--- src/core/fbs_pkg.sv ---
// Purpose: Shared types and constants of the fieldbus slave communication block
// Assumes: One clock, mclk at 40 MHz
// Notes:   Frame words model one datagram each
package fbs_pkg;
   typedef enum logic [1:0] {FBS_INIT, FBS_PREOP, FBS_SAFEOP, FBS_OP} fbs_state_e;
   typedef enum logic [2:0] {CMD_NOP, CMD_STATE, CMD_SDO_WR, CMD_SDO_RD,
                             CMD_RXPDO, CMD_TXPDO, CMD_ASSIGN} fbs_cmd_e;
   typedef struct packed {
      fbs_cmd_e    cmd;
      logic [15:0] adr;
      logic [15:0] idx;
      logic [7:0]  sub;
      logic [31:0] data;
      logic        err;
      logic        wkc;
   } fbs_frame_s;
   localparam logic [15:0] IDX_STN_VAL   = 16'h2023;
   localparam logic [15:0] IDX_STN_SRC   = 16'h2024;
   localparam logic [15:0] IDX_OVSPD     = 16'h2513;
   localparam logic [15:0] IDX_SYNC_MODE = 16'h2f00;
   localparam logic [15:0] IDX_RXMAP0    = 16'h1600;
   localparam logic [15:0] IDX_RXMAP1    = 16'h1601;
   localparam logic [15:0] IDX_TXMAP0    = 16'h1a00;
   localparam logic [15:0] IDX_TXMAP1    = 16'h1a01;
   localparam logic [15:0] RST_STN_VAL   = 16'h0002;
   localparam logic [15:0] RST_STN_SRC   = 16'h0001;
   localparam logic [15:0] RST_OVSPD     = 16'h0000;
   localparam logic [15:0] STN_VAL_MAX   = 16'h7fff;
   localparam logic [15:0] STN_SRC_MAX   = 16'h0001;
   localparam logic [15:0] OVSPD_MAX     = 16'h2710;
   localparam logic [18:0] OVS_NUM       = 19'h00006;
   localparam logic [18:0] OVS_DEN       = 19'h00005;
   localparam logic [3:0]  MAP_MAX_ENT   = 4'h8;
   localparam logic [8:0]  MAP_MAX_BITS  = 9'h100;
   localparam int          MAP_LEN_LSB   = 0;
   localparam int          PDO_SETS      = 2;
   localparam int          RX_FIFO_DEPTH = 16;
   localparam int          CLK_HZ        = 40000000;
   localparam int          SYNC_PERIOD_US = 1000;
   localparam int          SYNC_CYC      = CLK_HZ / 1000000 * SYNC_PERIOD_US;
endpackage

--- src/core/fbs_link_if.sv ---
// Purpose: Frame link between bus master and drive slave
// Assumes: Both ends on mclk
// Notes:   Return path carries frames back to the master
`timescale 1ns/1ps
interface fbs_link_if;
   import fbs_pkg::*;
   logic       m2s_valid;
   fbs_frame_s m2s_frm;
   logic       s2m_valid;
   fbs_frame_s s2m_frm;
   logic       sync0;
   modport master (output m2s_valid, output m2s_frm, output sync0, input s2m_valid, input s2m_frm);
   modport slave  (input m2s_valid, input m2s_frm, input sync0, output s2m_valid, output s2m_frm);
endinterface

--- src/core/fbs_fifo.sv ---
// Purpose: Received process data buffer
// Assumes: Single clock, synchronous reset
// Notes:   Depth must be a power of two
`timescale 1ns/1ps
module fbs_fifo #(
   parameter int W = 33,
   parameter int D = 16
) (
   input  wire logic         mclk,
   input  wire logic         reset,
   input  wire logic         in_valid,
   output logic              in_ready,
   input  wire logic [W-1:0] in_data,
   output logic              out_valid,
   input  wire logic         out_ready,
   output logic [W-1:0]      out_data
);
   localparam int AW = $clog2(D);
   initial begin
      if (D < 2 || (D & (D - 1)) != 0) $error("fbs_fifo depth must be a power of two");
   end
   logic [W-1:0] mem_q [D];
   logic [AW:0]  wp_q;
   logic [AW:0]  rp_q;
   logic         push;
   logic         pop;
   assign in_ready  = (wp_q - rp_q) != (AW + 1)'(D);
   assign out_valid = wp_q != rp_q;
   assign push      = in_valid && in_ready;
   assign pop       = out_valid && out_ready;
   assign out_data  = mem_q[rp_q[AW-1:0]];
   always_ff @(posedge mclk) begin
      if (push) begin
         mem_q[wp_q[AW-1:0]] <= in_data;
      end
   end
   always_ff @(posedge mclk) begin
      if (reset) begin
         wp_q <= '0;
         rp_q <= '0;
      end else begin
         if (push) wp_q <= wp_q + 1'b1;
         if (pop) rp_q <= rp_q + 1'b1;
      end
   end
endmodule

--- src/core/fbs_slave.sv ---
// Purpose: Drive end: communication states, addressing, mapping, process data, overspeed
// Assumes: Master and neighbour links run on mclk
// Notes:   Parameters reached by SDO frames only
// Behaviour
// Overspeed raises fault and stops motor
// Zero threshold means 1.2 times max speed
// Torque mode switches to velocity-limited control
// Source selects master-assigned or stored address
// Station number 0..32767, applied after restart
// Read, insert, forward frames with register delay
// Last slave loops frame back to master
// Free-run applies received process data immediately
// Distributed clock stages data, applies at sync
// Master delivers process data before sync event
// Upward transitions one step at a time
// Downward transitions may skip states
// Failed transition reports error to master
// Init blocks mailbox and process data
// Pre-operational allows mailbox, blocks process data
// Safe-operational transmits but ignores received data
// Operational exchanges both process data directions
// Mailbox SDO carries full 32-bit payload
// Sync mode sets process data update rate
// Two receive and two transmit sets
// At most 8 entries, 32 bytes per object
// Entry holds index, subindex, bit length
// Mapping writable in pre-op, active from safe-op
// Oversized mapping refused, previous kept, error
`timescale 1ns/1ps
module fbs_slave (
   input  wire logic            mclk,
   input  wire logic            reset,
   fbs_link_if.slave            link,
   output fbs_pkg::fbs_frame_s  dn_frm,
   output logic                 dn_valid,
   input  wire logic            dn_open,
   input  wire fbs_pkg::fbs_frame_s ret_frm,
   input  wire logic            ret_valid,
   input  wire logic            restart,
   input  wire logic [15:0]     motor_speed,
   input  wire logic [15:0]     max_speed,
   input  wire logic            torque_mode,
   input  wire logic [15:0]     vel_limit,
   input  wire logic            fault_clear,
   output logic                 overspeed_fault,
   output logic                 motor_stop,
   output logic                 speed_limit_active,
   output fbs_pkg::fbs_state_e  comm_state,
   output logic [1:0]           rx_apply,
   output logic [31:0]          rx_data0,
   output logic [31:0]          rx_data1,
   input  wire logic [31:0]     tx_data0,
   input  wire logic [31:0]     tx_data1,
   output logic [15:0]          station_addr
);
   import fbs_pkg::*;
   function automatic logic [2:0] map_sel(input logic [15:0] idx);
      if (idx == IDX_RXMAP0) map_sel = 3'h4;
      else if (idx == IDX_RXMAP1) map_sel = 3'h5;
      else if (idx == IDX_TXMAP0) map_sel = 3'h6;
      else if (idx == IDX_TXMAP1) map_sel = 3'h7;
      else map_sel = 3'h0;
   endfunction
   function automatic logic map_ok(input logic [3:0] cnt, input logic [7:0][31:0] ent);
      logic [8:0] sum;
      sum = '0;
      for (int i = 0; i < 8; i++) begin
         if (4'(i) < cnt) sum = sum + {1'b0, ent[i][MAP_LEN_LSB +: 8]};
      end
      map_ok = (cnt <= MAP_MAX_ENT) && (sum <= MAP_MAX_BITS);
   endfunction
   fbs_state_e       st_q;
   logic [15:0]      stn_val_q;
   logic [15:0]      stn_src_q;
   logic [15:0]      src_eff_q;
   logic [15:0]      addr_q;
   logic [15:0]      ovs_q;
   logic             dc_q;
   logic [7:0][31:0] pend_q [4];
   logic [3:0]       pcnt_q [4];
   logic [3:0]       acnt_q [4];
   logic [31:0]      txs_q [PDO_SETS];
   logic [31:0]      stage_q [PDO_SETS];
   logic [1:0]       stv_q;
   logic             out_valid_q;
   fbs_frame_s       out_q;
   fbs_frame_s       f;
   fbs_frame_s       fw;
   logic             hit;
   logic             err;
   logic             go;
   logic             commit;
   logic             wr;
   logic [2:0]       ms;
   logic [1:0]       cur_n;
   logic [1:0]       tgt_n;
   logic             all_ok;
   logic             push;
   logic             f_in_ready;
   logic             f_out_valid;
   logic             f_out_ready;
   logic [32:0]      f_out;
   logic [3:0]       e_sub;
   assign f     = link.m2s_frm;
   assign hit   = link.m2s_valid && f.cmd != CMD_ASSIGN && f.adr == addr_q;
   assign ms    = map_sel(f.idx);
   assign cur_n = st_q;
   assign tgt_n = f.data[1:0];
   assign e_sub = f.sub[3:0] - 4'h1;
   assign all_ok = map_ok(pcnt_q[0], pend_q[0]) && map_ok(pcnt_q[1], pend_q[1]) &&
                   map_ok(pcnt_q[2], pend_q[2]) && map_ok(pcnt_q[3], pend_q[3]);
   always_comb begin
      fw = f;
      err = 1'b0;
      go = 1'b0;
      commit = 1'b0;
      wr = 1'b0;
      push = 1'b0;
      case (f.cmd)
         CMD_STATE: begin
            if (tgt_n > cur_n && tgt_n != cur_n + 2'h1) err = 1'b1;
            else if (tgt_n > cur_n && cur_n == FBS_PREOP && !all_ok) err = 1'b1;
            else begin
               go = 1'b1;
               commit = tgt_n > cur_n && cur_n == FBS_PREOP;
            end
         end
         CMD_SDO_WR, CMD_SDO_RD: begin
            wr = f.cmd == CMD_SDO_WR;
            if (st_q == FBS_INIT) err = 1'b1;
            else if (f.idx == IDX_STN_VAL) begin
               fw.data = {16'h0000, stn_val_q};
               err = wr && f.data[15:0] > STN_VAL_MAX;
            end else if (f.idx == IDX_STN_SRC) begin
               fw.data = {16'h0000, stn_src_q};
               err = wr && f.data[15:0] > STN_SRC_MAX;
            end else if (f.idx == IDX_OVSPD) begin
               fw.data = {16'h0000, ovs_q};
               err = wr && f.data[15:0] > OVSPD_MAX;
            end else if (f.idx == IDX_SYNC_MODE) begin
               fw.data = {31'h00000000, dc_q};
            end else if (ms[2]) begin
               fw.data = (f.sub == 8'h00) ? {28'h0000000, pcnt_q[ms[1:0]]} : pend_q[ms[1:0]][e_sub[2:0]];
               if (wr && st_q != FBS_PREOP) err = 1'b1;
               else if (f.sub > 8'h08) err = 1'b1;
               else if (wr && f.sub == 8'h00 && f.data > 32'h00000008) err = 1'b1;
            end else err = 1'b1;
            if (!wr) fw.data = err ? 32'h00000000 : fw.data;
         end
         CMD_RXPDO: begin
            if (st_q != FBS_OP) err = 1'b1;
            else if (acnt_q[{1'b0, f.sub[0]}] == 4'h0) err = 1'b1;
            else if (!f_in_ready) err = 1'b1;
            else push = hit;
         end
         CMD_TXPDO: begin
            if (st_q == FBS_INIT || st_q == FBS_PREOP) err = 1'b1;
            else if (acnt_q[{1'b1, f.sub[0]}] == 4'h0) err = 1'b1;
            else fw.data = dc_q ? txs_q[f.sub[0]] : (f.sub[0] ? tx_data1 : tx_data0);
         end
         default: err = 1'b0;
      endcase
      if (hit) begin
         fw.err = f.err | err;
         fw.wkc = 1'b1;
      end else fw = f;
      if (f.cmd == CMD_ASSIGN) begin
         fw.adr = f.adr - 16'h0001;
         fw.wkc = f.wkc | (f.adr == 16'h0000 && src_eff_q == 16'h0000);
      end
   end
   always_ff @(posedge mclk) begin
      if (reset) st_q <= FBS_INIT;
      else if (hit && go) st_q <= fbs_state_e'(tgt_n);
   end
   always_ff @(posedge mclk) begin
      if (reset) begin
         stn_val_q <= RST_STN_VAL;
         stn_src_q <= RST_STN_SRC;
         ovs_q     <= RST_OVSPD;
         dc_q      <= 1'b0;
      end else if (hit && wr && !err) begin
         if (f.idx == IDX_STN_VAL) stn_val_q <= f.data[15:0];
         if (f.idx == IDX_STN_SRC) stn_src_q <= f.data[15:0];
         if (f.idx == IDX_OVSPD) ovs_q <= f.data[15:0];
         if (f.idx == IDX_SYNC_MODE) dc_q <= f.data[0];
      end
   end
   // Address parameters only take hold at reset or restart; an assign frame sets the address mid-session when src_eff_q is 0
   always_ff @(posedge mclk) begin
      if (reset) begin
         src_eff_q <= RST_STN_SRC;
         addr_q    <= RST_STN_VAL;
      end else if (restart) begin
         src_eff_q <= stn_src_q;
         addr_q    <= stn_src_q == 16'h0000 ? 16'h0000 : stn_val_q;
      end else if (link.m2s_valid && f.cmd == CMD_ASSIGN && f.adr == 16'h0000 && src_eff_q == 16'h0000) begin
         addr_q <= f.data[15:0];
      end
   end
   always_ff @(posedge mclk) begin
      if (reset) begin
         for (int i = 0; i < 4; i++) begin
            pcnt_q[i] <= 4'h0;
            acnt_q[i] <= 4'h0;
            pend_q[i] <= '0;
         end
      end else begin
         if (hit && wr && !err && ms[2]) begin
            if (f.sub == 8'h00) pcnt_q[ms[1:0]] <= f.data[3:0];
            else pend_q[ms[1:0]][e_sub[2:0]] <= f.data;
         end
         if (hit && commit) begin
            for (int i = 0; i < 4; i++) acnt_q[i] <= pcnt_q[i];
         end
      end
   end
   always_ff @(posedge mclk) begin
      if (reset) begin
         for (int i = 0; i < PDO_SETS; i++) txs_q[i] <= 32'h00000000;
      end else if (link.sync0) begin
         txs_q[0] <= tx_data0;
         txs_q[1] <= tx_data1;
      end
   end
   fbs_fifo #(
      .W (33),
      .D (RX_FIFO_DEPTH)
   ) u_rx_fifo (
      .mclk      (mclk),
      .reset     (reset),
      .in_valid  (push),
      .in_ready  (f_in_ready),
      .in_data   ({f.sub[0], f.data}),
      .out_valid (f_out_valid),
      .out_ready (f_out_ready),
      .out_data  (f_out)
   );
   // In sync mode a set stalls the buffer until its staged word has been applied
   assign f_out_ready = !dc_q || !stv_q[f_out[32]];
   always_ff @(posedge mclk) begin
      if (reset) begin
         stv_q    <= 2'h0;
         rx_apply <= 2'h0;
         rx_data0 <= 32'h00000000;
         rx_data1 <= 32'h00000000;
         for (int i = 0; i < PDO_SETS; i++) stage_q[i] <= 32'h00000000;
      end else begin
         rx_apply <= 2'h0;
         if (dc_q && link.sync0) begin
            rx_apply <= stv_q;
            if (stv_q[0]) rx_data0 <= stage_q[0];
            if (stv_q[1]) rx_data1 <= stage_q[1];
            stv_q <= 2'h0;
         end else if (f_out_valid && f_out_ready && dc_q) begin
            stage_q[f_out[32]] <= f_out[31:0];
            stv_q[f_out[32]]   <= 1'b1;
         end else if (f_out_valid && !dc_q) begin
            rx_apply[f_out[32]] <= 1'b1;
            if (f_out[32]) rx_data1 <= f_out[31:0];
            else rx_data0 <= f_out[31:0];
         end
      end
   end
   always_ff @(posedge mclk) begin
      if (reset) begin
         out_valid_q <= 1'b0;
         out_q       <= '0;
      end else begin
         out_valid_q <= link.m2s_valid;
         out_q       <= fw;
      end
   end
   assign dn_valid = out_valid_q && !dn_open;
   assign dn_frm   = out_q;
   assign link.s2m_valid = dn_open ? out_valid_q : ret_valid;
   assign link.s2m_frm   = dn_open ? out_q : ret_frm;
   logic [18:0] lvl;
   assign lvl = (ovs_q == 16'h0000) ? ({3'h0, max_speed} * OVS_NUM) / OVS_DEN : {3'h0, ovs_q};
   always_ff @(posedge mclk) begin
      if (reset) overspeed_fault <= 1'b0;
      else if ({3'h0, motor_speed} > lvl) overspeed_fault <= 1'b1;
      else if (fault_clear) overspeed_fault <= 1'b0;
   end
   assign motor_stop         = overspeed_fault;
   assign speed_limit_active = torque_mode && motor_speed >= vel_limit;
   assign comm_state         = st_q;
   assign station_addr       = addr_q;
endmodule

--- src/flat_wrapper.sv ---
// flat-port wrapper written by rule: the top's interface ports become plain ports
module fbs_slave_flat import fbs_pkg::*;
  (mclk, reset, dn_frm, dn_valid, dn_open, ret_frm, ret_valid, restart, motor_speed, max_speed, torque_mode, vel_limit, fault_clear, overspeed_fault, motor_stop, speed_limit_active, comm_state, rx_apply, rx_data0, rx_data1, tx_data0, tx_data1, station_addr, link_m2s_valid, link_m2s_frm, link_sync0, link_s2m_valid, link_s2m_frm);
  fbs_link_if link_i ();
  input  wire logic mclk;
  input  wire logic reset;
  output fbs_pkg::fbs_frame_s dn_frm;
  output logic dn_valid;
  input  wire logic dn_open;
  input  wire fbs_pkg::fbs_frame_s ret_frm;
  input  wire logic ret_valid;
  input  wire logic restart;
  input  wire logic [15:0] motor_speed;
  input  wire logic [15:0] max_speed;
  input  wire logic torque_mode;
  input  wire logic [15:0] vel_limit;
  input  wire logic fault_clear;
  output logic overspeed_fault;
  output logic motor_stop;
  output logic speed_limit_active;
  output fbs_pkg::fbs_state_e comm_state;
  output logic [1:0] rx_apply;
  output logic [31:0] rx_data0;
  output logic [31:0] rx_data1;
  input  wire logic [31:0] tx_data0;
  input  wire logic [31:0] tx_data1;
  output logic [15:0] station_addr;
  input wire logic [$bits(link_i.m2s_valid)-1:0] link_m2s_valid;
  input wire logic [$bits(link_i.m2s_frm)-1:0] link_m2s_frm;
  input wire logic [$bits(link_i.sync0)-1:0] link_sync0;
  output wire logic [$bits(link_i.s2m_valid)-1:0] link_s2m_valid;
  output wire logic [$bits(link_i.s2m_frm)-1:0] link_s2m_frm;
  assign link_i.m2s_valid = link_m2s_valid;
  assign link_i.m2s_frm = link_m2s_frm;
  assign link_i.sync0 = link_sync0;
  assign link_s2m_valid = link_i.s2m_valid;
  assign link_s2m_frm = link_i.s2m_frm;
  fbs_slave u_core (.mclk(mclk), .reset(reset), .link(link_i), .dn_frm(dn_frm), .dn_valid(dn_valid), .dn_open(dn_open), .ret_frm(ret_frm), .ret_valid(ret_valid), .restart(restart), .motor_speed(motor_speed), .max_speed(max_speed), .torque_mode(torque_mode), .vel_limit(vel_limit), .fault_clear(fault_clear), .overspeed_fault(overspeed_fault), .motor_stop(motor_stop), .speed_limit_active(speed_limit_active), .comm_state(comm_state), .rx_apply(rx_apply), .rx_data0(rx_data0), .rx_data1(rx_data1), .tx_data0(tx_data0), .tx_data1(tx_data1), .station_addr(station_addr));
endmodule
--- config.mk ---
export PLATFORM = sky130hd
export DESIGN_NAME = fbs_slave_flat
export DESIGN_NICKNAME = d
export VERILOG_FILES = /design/src/core/fbs_pkg.sv /design/src/core/fbs_link_if.sv /design/src/core/fbs_fifo.sv /design/src/core/fbs_slave.sv /design/src/flat_wrapper.sv
export SDC_FILE = /design/constraint.sdc
export NUM_CORES = 2
export LEC_CHECK = 0
export BUFFER_PORTS_ARGS = -buffer_cell sky130_fd_sc_hd__buf_2
export CAP_MARGIN = 30
export CORE_AREA = 4 4 470 472
export DETAILED_ROUTE_END_ITERATION = 12
export DIE_AREA = 0 0 474 476
export RECOVER_POWER = 50
export SKIP_CTS_REPAIR_TIMING = 1
export SYNTH_ARGS = -nofsm -noshare
export SYNTH_HDL_FRONTEND = slang
export SYNTH_HIERARCHICAL = 1
export SYNTH_SLANG_ARGS = --single-unit
--- constraint.sdc ---
create_clock -name mclk -period 14.2 [get_ports mclk]
set_input_delay 1.42 -clock mclk [delete_from_list [all_inputs] [get_ports mclk]]
set_output_delay 1.42 -clock mclk [all_outputs]
set_load 0.005 [all_outputs]
==> flow_summary.toml <==
[worst_setup_path]
end_kind = "register"
critPathMostFrequentCell = "ha_1"
crit_fanout = 17
cp-start-kind = "register"
worst_r2r_endpoint = "u_core/pend_q[3][132]$_DFFE_PP_"
r2r_cells = 52
cp.required_ps = 14700
max_stage_delay_ps = 990
critPathKind = "register to register"
crit_start = "u_core/pcnt_q[0][1]$_SDFFCE_PN0P_"
endpoint = "u_core/pend_q[3][132]$_DFFE_PP_"
slowest_stage = "nor3_1"
arrival_ps = 13950
r2r-start = "u_core/pcnt_q[0][1]$_SDFFCE_PN0P_"
r2r_slack_ps = 760

[yosys]
syn_nets = 8835
yosysSeqAreaShare_pct = 58.1
ys_types = 112
async_reset_ff_share_pct = 0
ys.flop_type = "edfxtp_1"
syn_inst = 8236
synth_largest_area_cell = "edfxtp_1"
synth_top_cell_area_share_pct = 53.1
synth_warnings = 6
avgSynthCellArea_sq_um = 11.8
synth_edf_count = 1712
syn_area_sq_um = 96900
ys_seq_elements = 1956
ys_top_cells_by_area = "edfxtp_1 (53%), dfxtp_1 (5.0%), mux4_2 (4.6%)"

[place]
post-place-ws_ps = 759
gp_congestion = 0.993
numPortBuffers = 517
dp_hpwl_mm = 234
dpl.cell_count = 11268

[route]
drc = 0
vias = 72376
first_pass_iters = 6
vias_per_cell = 6.21
drtIter0Drc = 9648
drt-wirelength-per-cell_um = 30.4
ant_nets = 0
drt-total-wl_mm = 354

[sta]
final-max-slew-violation-count = 2444
whs_ps = 496
fin_setup_tns_ps = 0
setup_violations = 0
hold_viol_final = 0
skew_ps = 82.3
max_freq_mhz = 74.4
period_minus_slack_ps = 13440
rsz0062_at_grt = "false"
worst_slew_pin_slew_ps = 4320
slew_headroom_pct = -188
finalCritPeriodShare_pct = 94.7
worst_slack_ps = 757

[final_layout]
drive_gt1_share_pct = 14.7
syn2layout_area_growth_pct = 12.7
final_cell_mix = "edfxtp_1 (1,712), nor2_1 (919), nand2_1 (745)"
layoutNonFillerInstCount = 11649
fin_util_pct = 50.4
layout_commonest_cell = "edfxtp_1"
fillers = 19073
fin_nets = 9221

[clock_tree]
cts_buffers = 201
clockBufferDepth = 3
clk_latency_ps = 910
cts-root-buf = "clkbuf_16"
cts_tree = "done"
cts.reportedPaths.clkPinSlew_ps = 70
clock_sinks = 1956
htree_levels = 4

[die]
initial_utilization_pct = 44.8
design.die.area_sq_um = 226000
fp.dieH_um = 476
fp.coreArea_sq_um = 217000
io_pins = 518
die_w_um = 474
fp-row-count = 171

[hold_path]
min_path_type = "register to register"
holdPathStages = 2

[power]
power-per-cell-area_nw_per_um2 = 144
leakage_nw = 39.3
peakVddDrop_mv = 0.129

[flow_run]
drv_cap = 68

[outcome]
outcome = "finished with violations"
failed_checks = "max-capacitance violations, max-slew violations"

[grt]
grt_pass1_vias = 68737
grt_pass1_wl_mm = 498
antenna_found_initial = 22
overflow = 0
gr-usage-all-layers_pct = 30.5
grt_max_degree = 131
[cells in the mapped netlist, types with 19 or more instances]
| cell | instances |
|---|---|
| nor4_1 | 57 |
| edfxtp_1 | 1712 |
| or3_1 | 20 |
| ha_1 | 295 |
| dfxtp_1 | 244 |
| nor2b_1 | 123 |
| or2_2 | 28 |
| a22oi_1 | 59 |
| mux4_2 | 197 |
| o21a_1 | 19 |
| nand2b_1 | 46 |
| mux2i_1 | 100 |
| buf_1 | 32 |
| buf_2 | 26 |
| a21oi_1 | 442 |
| nor2_1 | 932 |
| fa_1 | 29 |
| inv_1 | 237 |
| nand4_1 | 27 |
| and2_1 | 436 |
| xor2_1 | 68 |
| and3_1 | 32 |
| o21bai_1 | 81 |
| nor3_1 | 64 |
| a21o_1 | 75 |
| nand2_1 | 752 |
| a211oi_1 | 100 |
| o221ai_1 | 56 |
| o22ai_1 | 342 |
| a31oi_1 | 234 |
| o211ai_1 | 31 |
| mux2_2 | 147 |
| xnor2_1 | 181 |
| nand3_1 | 87 |
| o21ai_0 | 178 |
| clkbuf_1 | 511 |
[stage by stage]
step,instance area [sq um],power [W]
floorplan,96900,0.00948
global placement,103000,0.0104
detailed placement,103000,0.0105
CTS,110000,0.0158
global route,109000,0.0164
finish,109000,0.0157
[state kept, by name, indices dropped and copies added (netlist names), 32 cells and up, named ones only]
signal / count
u_core/dn_frm: 77
u_core/pend_q: 1024
u_core/rx_data0: 32
u_core/rx_data1: 32
u_core/stage_q: 64
u_core/txs_q: 64
u_core/u_rx_fifo/mem_q: 528
[worst min-delay path by stage]
stage | start | to | slack (ps)
after floorplan | u_core/src_eff_q[0]$_SDFFE_PP1P_ | u_core/src_eff_q[0]$_SDFFE_PP1P_ | 440
after global placement | u_core/src_eff_q[0]$_SDFFE_PP1P_ | u_core/src_eff_q[0]$_SDFFE_PP1P_ | 450
after detailed placement | u_core/src_eff_q[0]$_SDFFE_PP1P_ | u_core/src_eff_q[0]$_SDFFE_PP1P_ | 460
after CTS | u_core/stv_q[1]$_SDFFE_PP0P_ | u_core/stv_q[1]$_SDFFE_PP0P_ | 500
after global routing | u_core/rx_data0[13]$_SDFFE_PP0P_ | u_core/rx_data0[13]$_SDFFE_PP0P_ | 510
final | u_core/src_eff_q[1]$_SDFFE_PP0P_ | u_core/src_eff_q[1]$_SDFFE_PP0P_ | 500
[per-layer routing]
| metal | up-vias | track usage, % | routed length [um] |
|---|---|---|---|
| li1 | 31261 | - | - |
| met3 | 817 | 6.72 | 38400 |
| met5 | - | 0 | 73 |
| met1 | 35995 | 41.4 | 140000 |
| met2 | 4291 | 46.7 | 156000 |
| met4 | 12 | 14.6 | 19400 |
[worst max-delay path: cells and delay by family, from the launching register on]
family | cells | cell delay (ps)
AO/OA/AOI/OAI | 18 | 3950
multiplexers | 2 | 540
adder cells (fa/ha/maj) | 8 | 2470
AND/OR/NAND/NOR | 14 | 3690
flip-flops | 1 | 590
buffers and inverters | 4 | 710
XOR/XNOR | 6 | 1080
[where the power goes]
part	switching (W)	total (W)	internal (W)	leakage, nW
combinational	0.00229	0.00391	0.00162	17.6
clock	0.00232	0.00527	0.00296	3.14
sequential	0.000115	0.00655	0.00644	18.6
total	0.00472	0.0157	0.0110	39.3
[area by class of cell]
cell class | instances | area, sq um | area share [%]
repair buffers | 759 | 4200 | 3.84
well taps | 2854 | 3570 | 3.27
clock inverters | 102 | 1180 | 1.08
diodes | 9 | 22.5 | 0.0206
multi-input cells | 5466 | 37700 | 34.5
flip-flops and latches | 1956 | 56300 | 51.5
clock buffers | 265 | 5370 | 4.92
inverters | 238 | 893 | 0.818
[logic make-up after synthesis]
family          Yosys count  synth area share (%)
simple gates           2671                  12.9
flops                  1956                  58.1
compound gates         1774                  11.8
buf+inv                 814                  3.22
mux                     447                  7.35
fa+ha+maj               325                  4.42
xor+xnor                249                  2.25
Power figures use the tool's default switching activity.
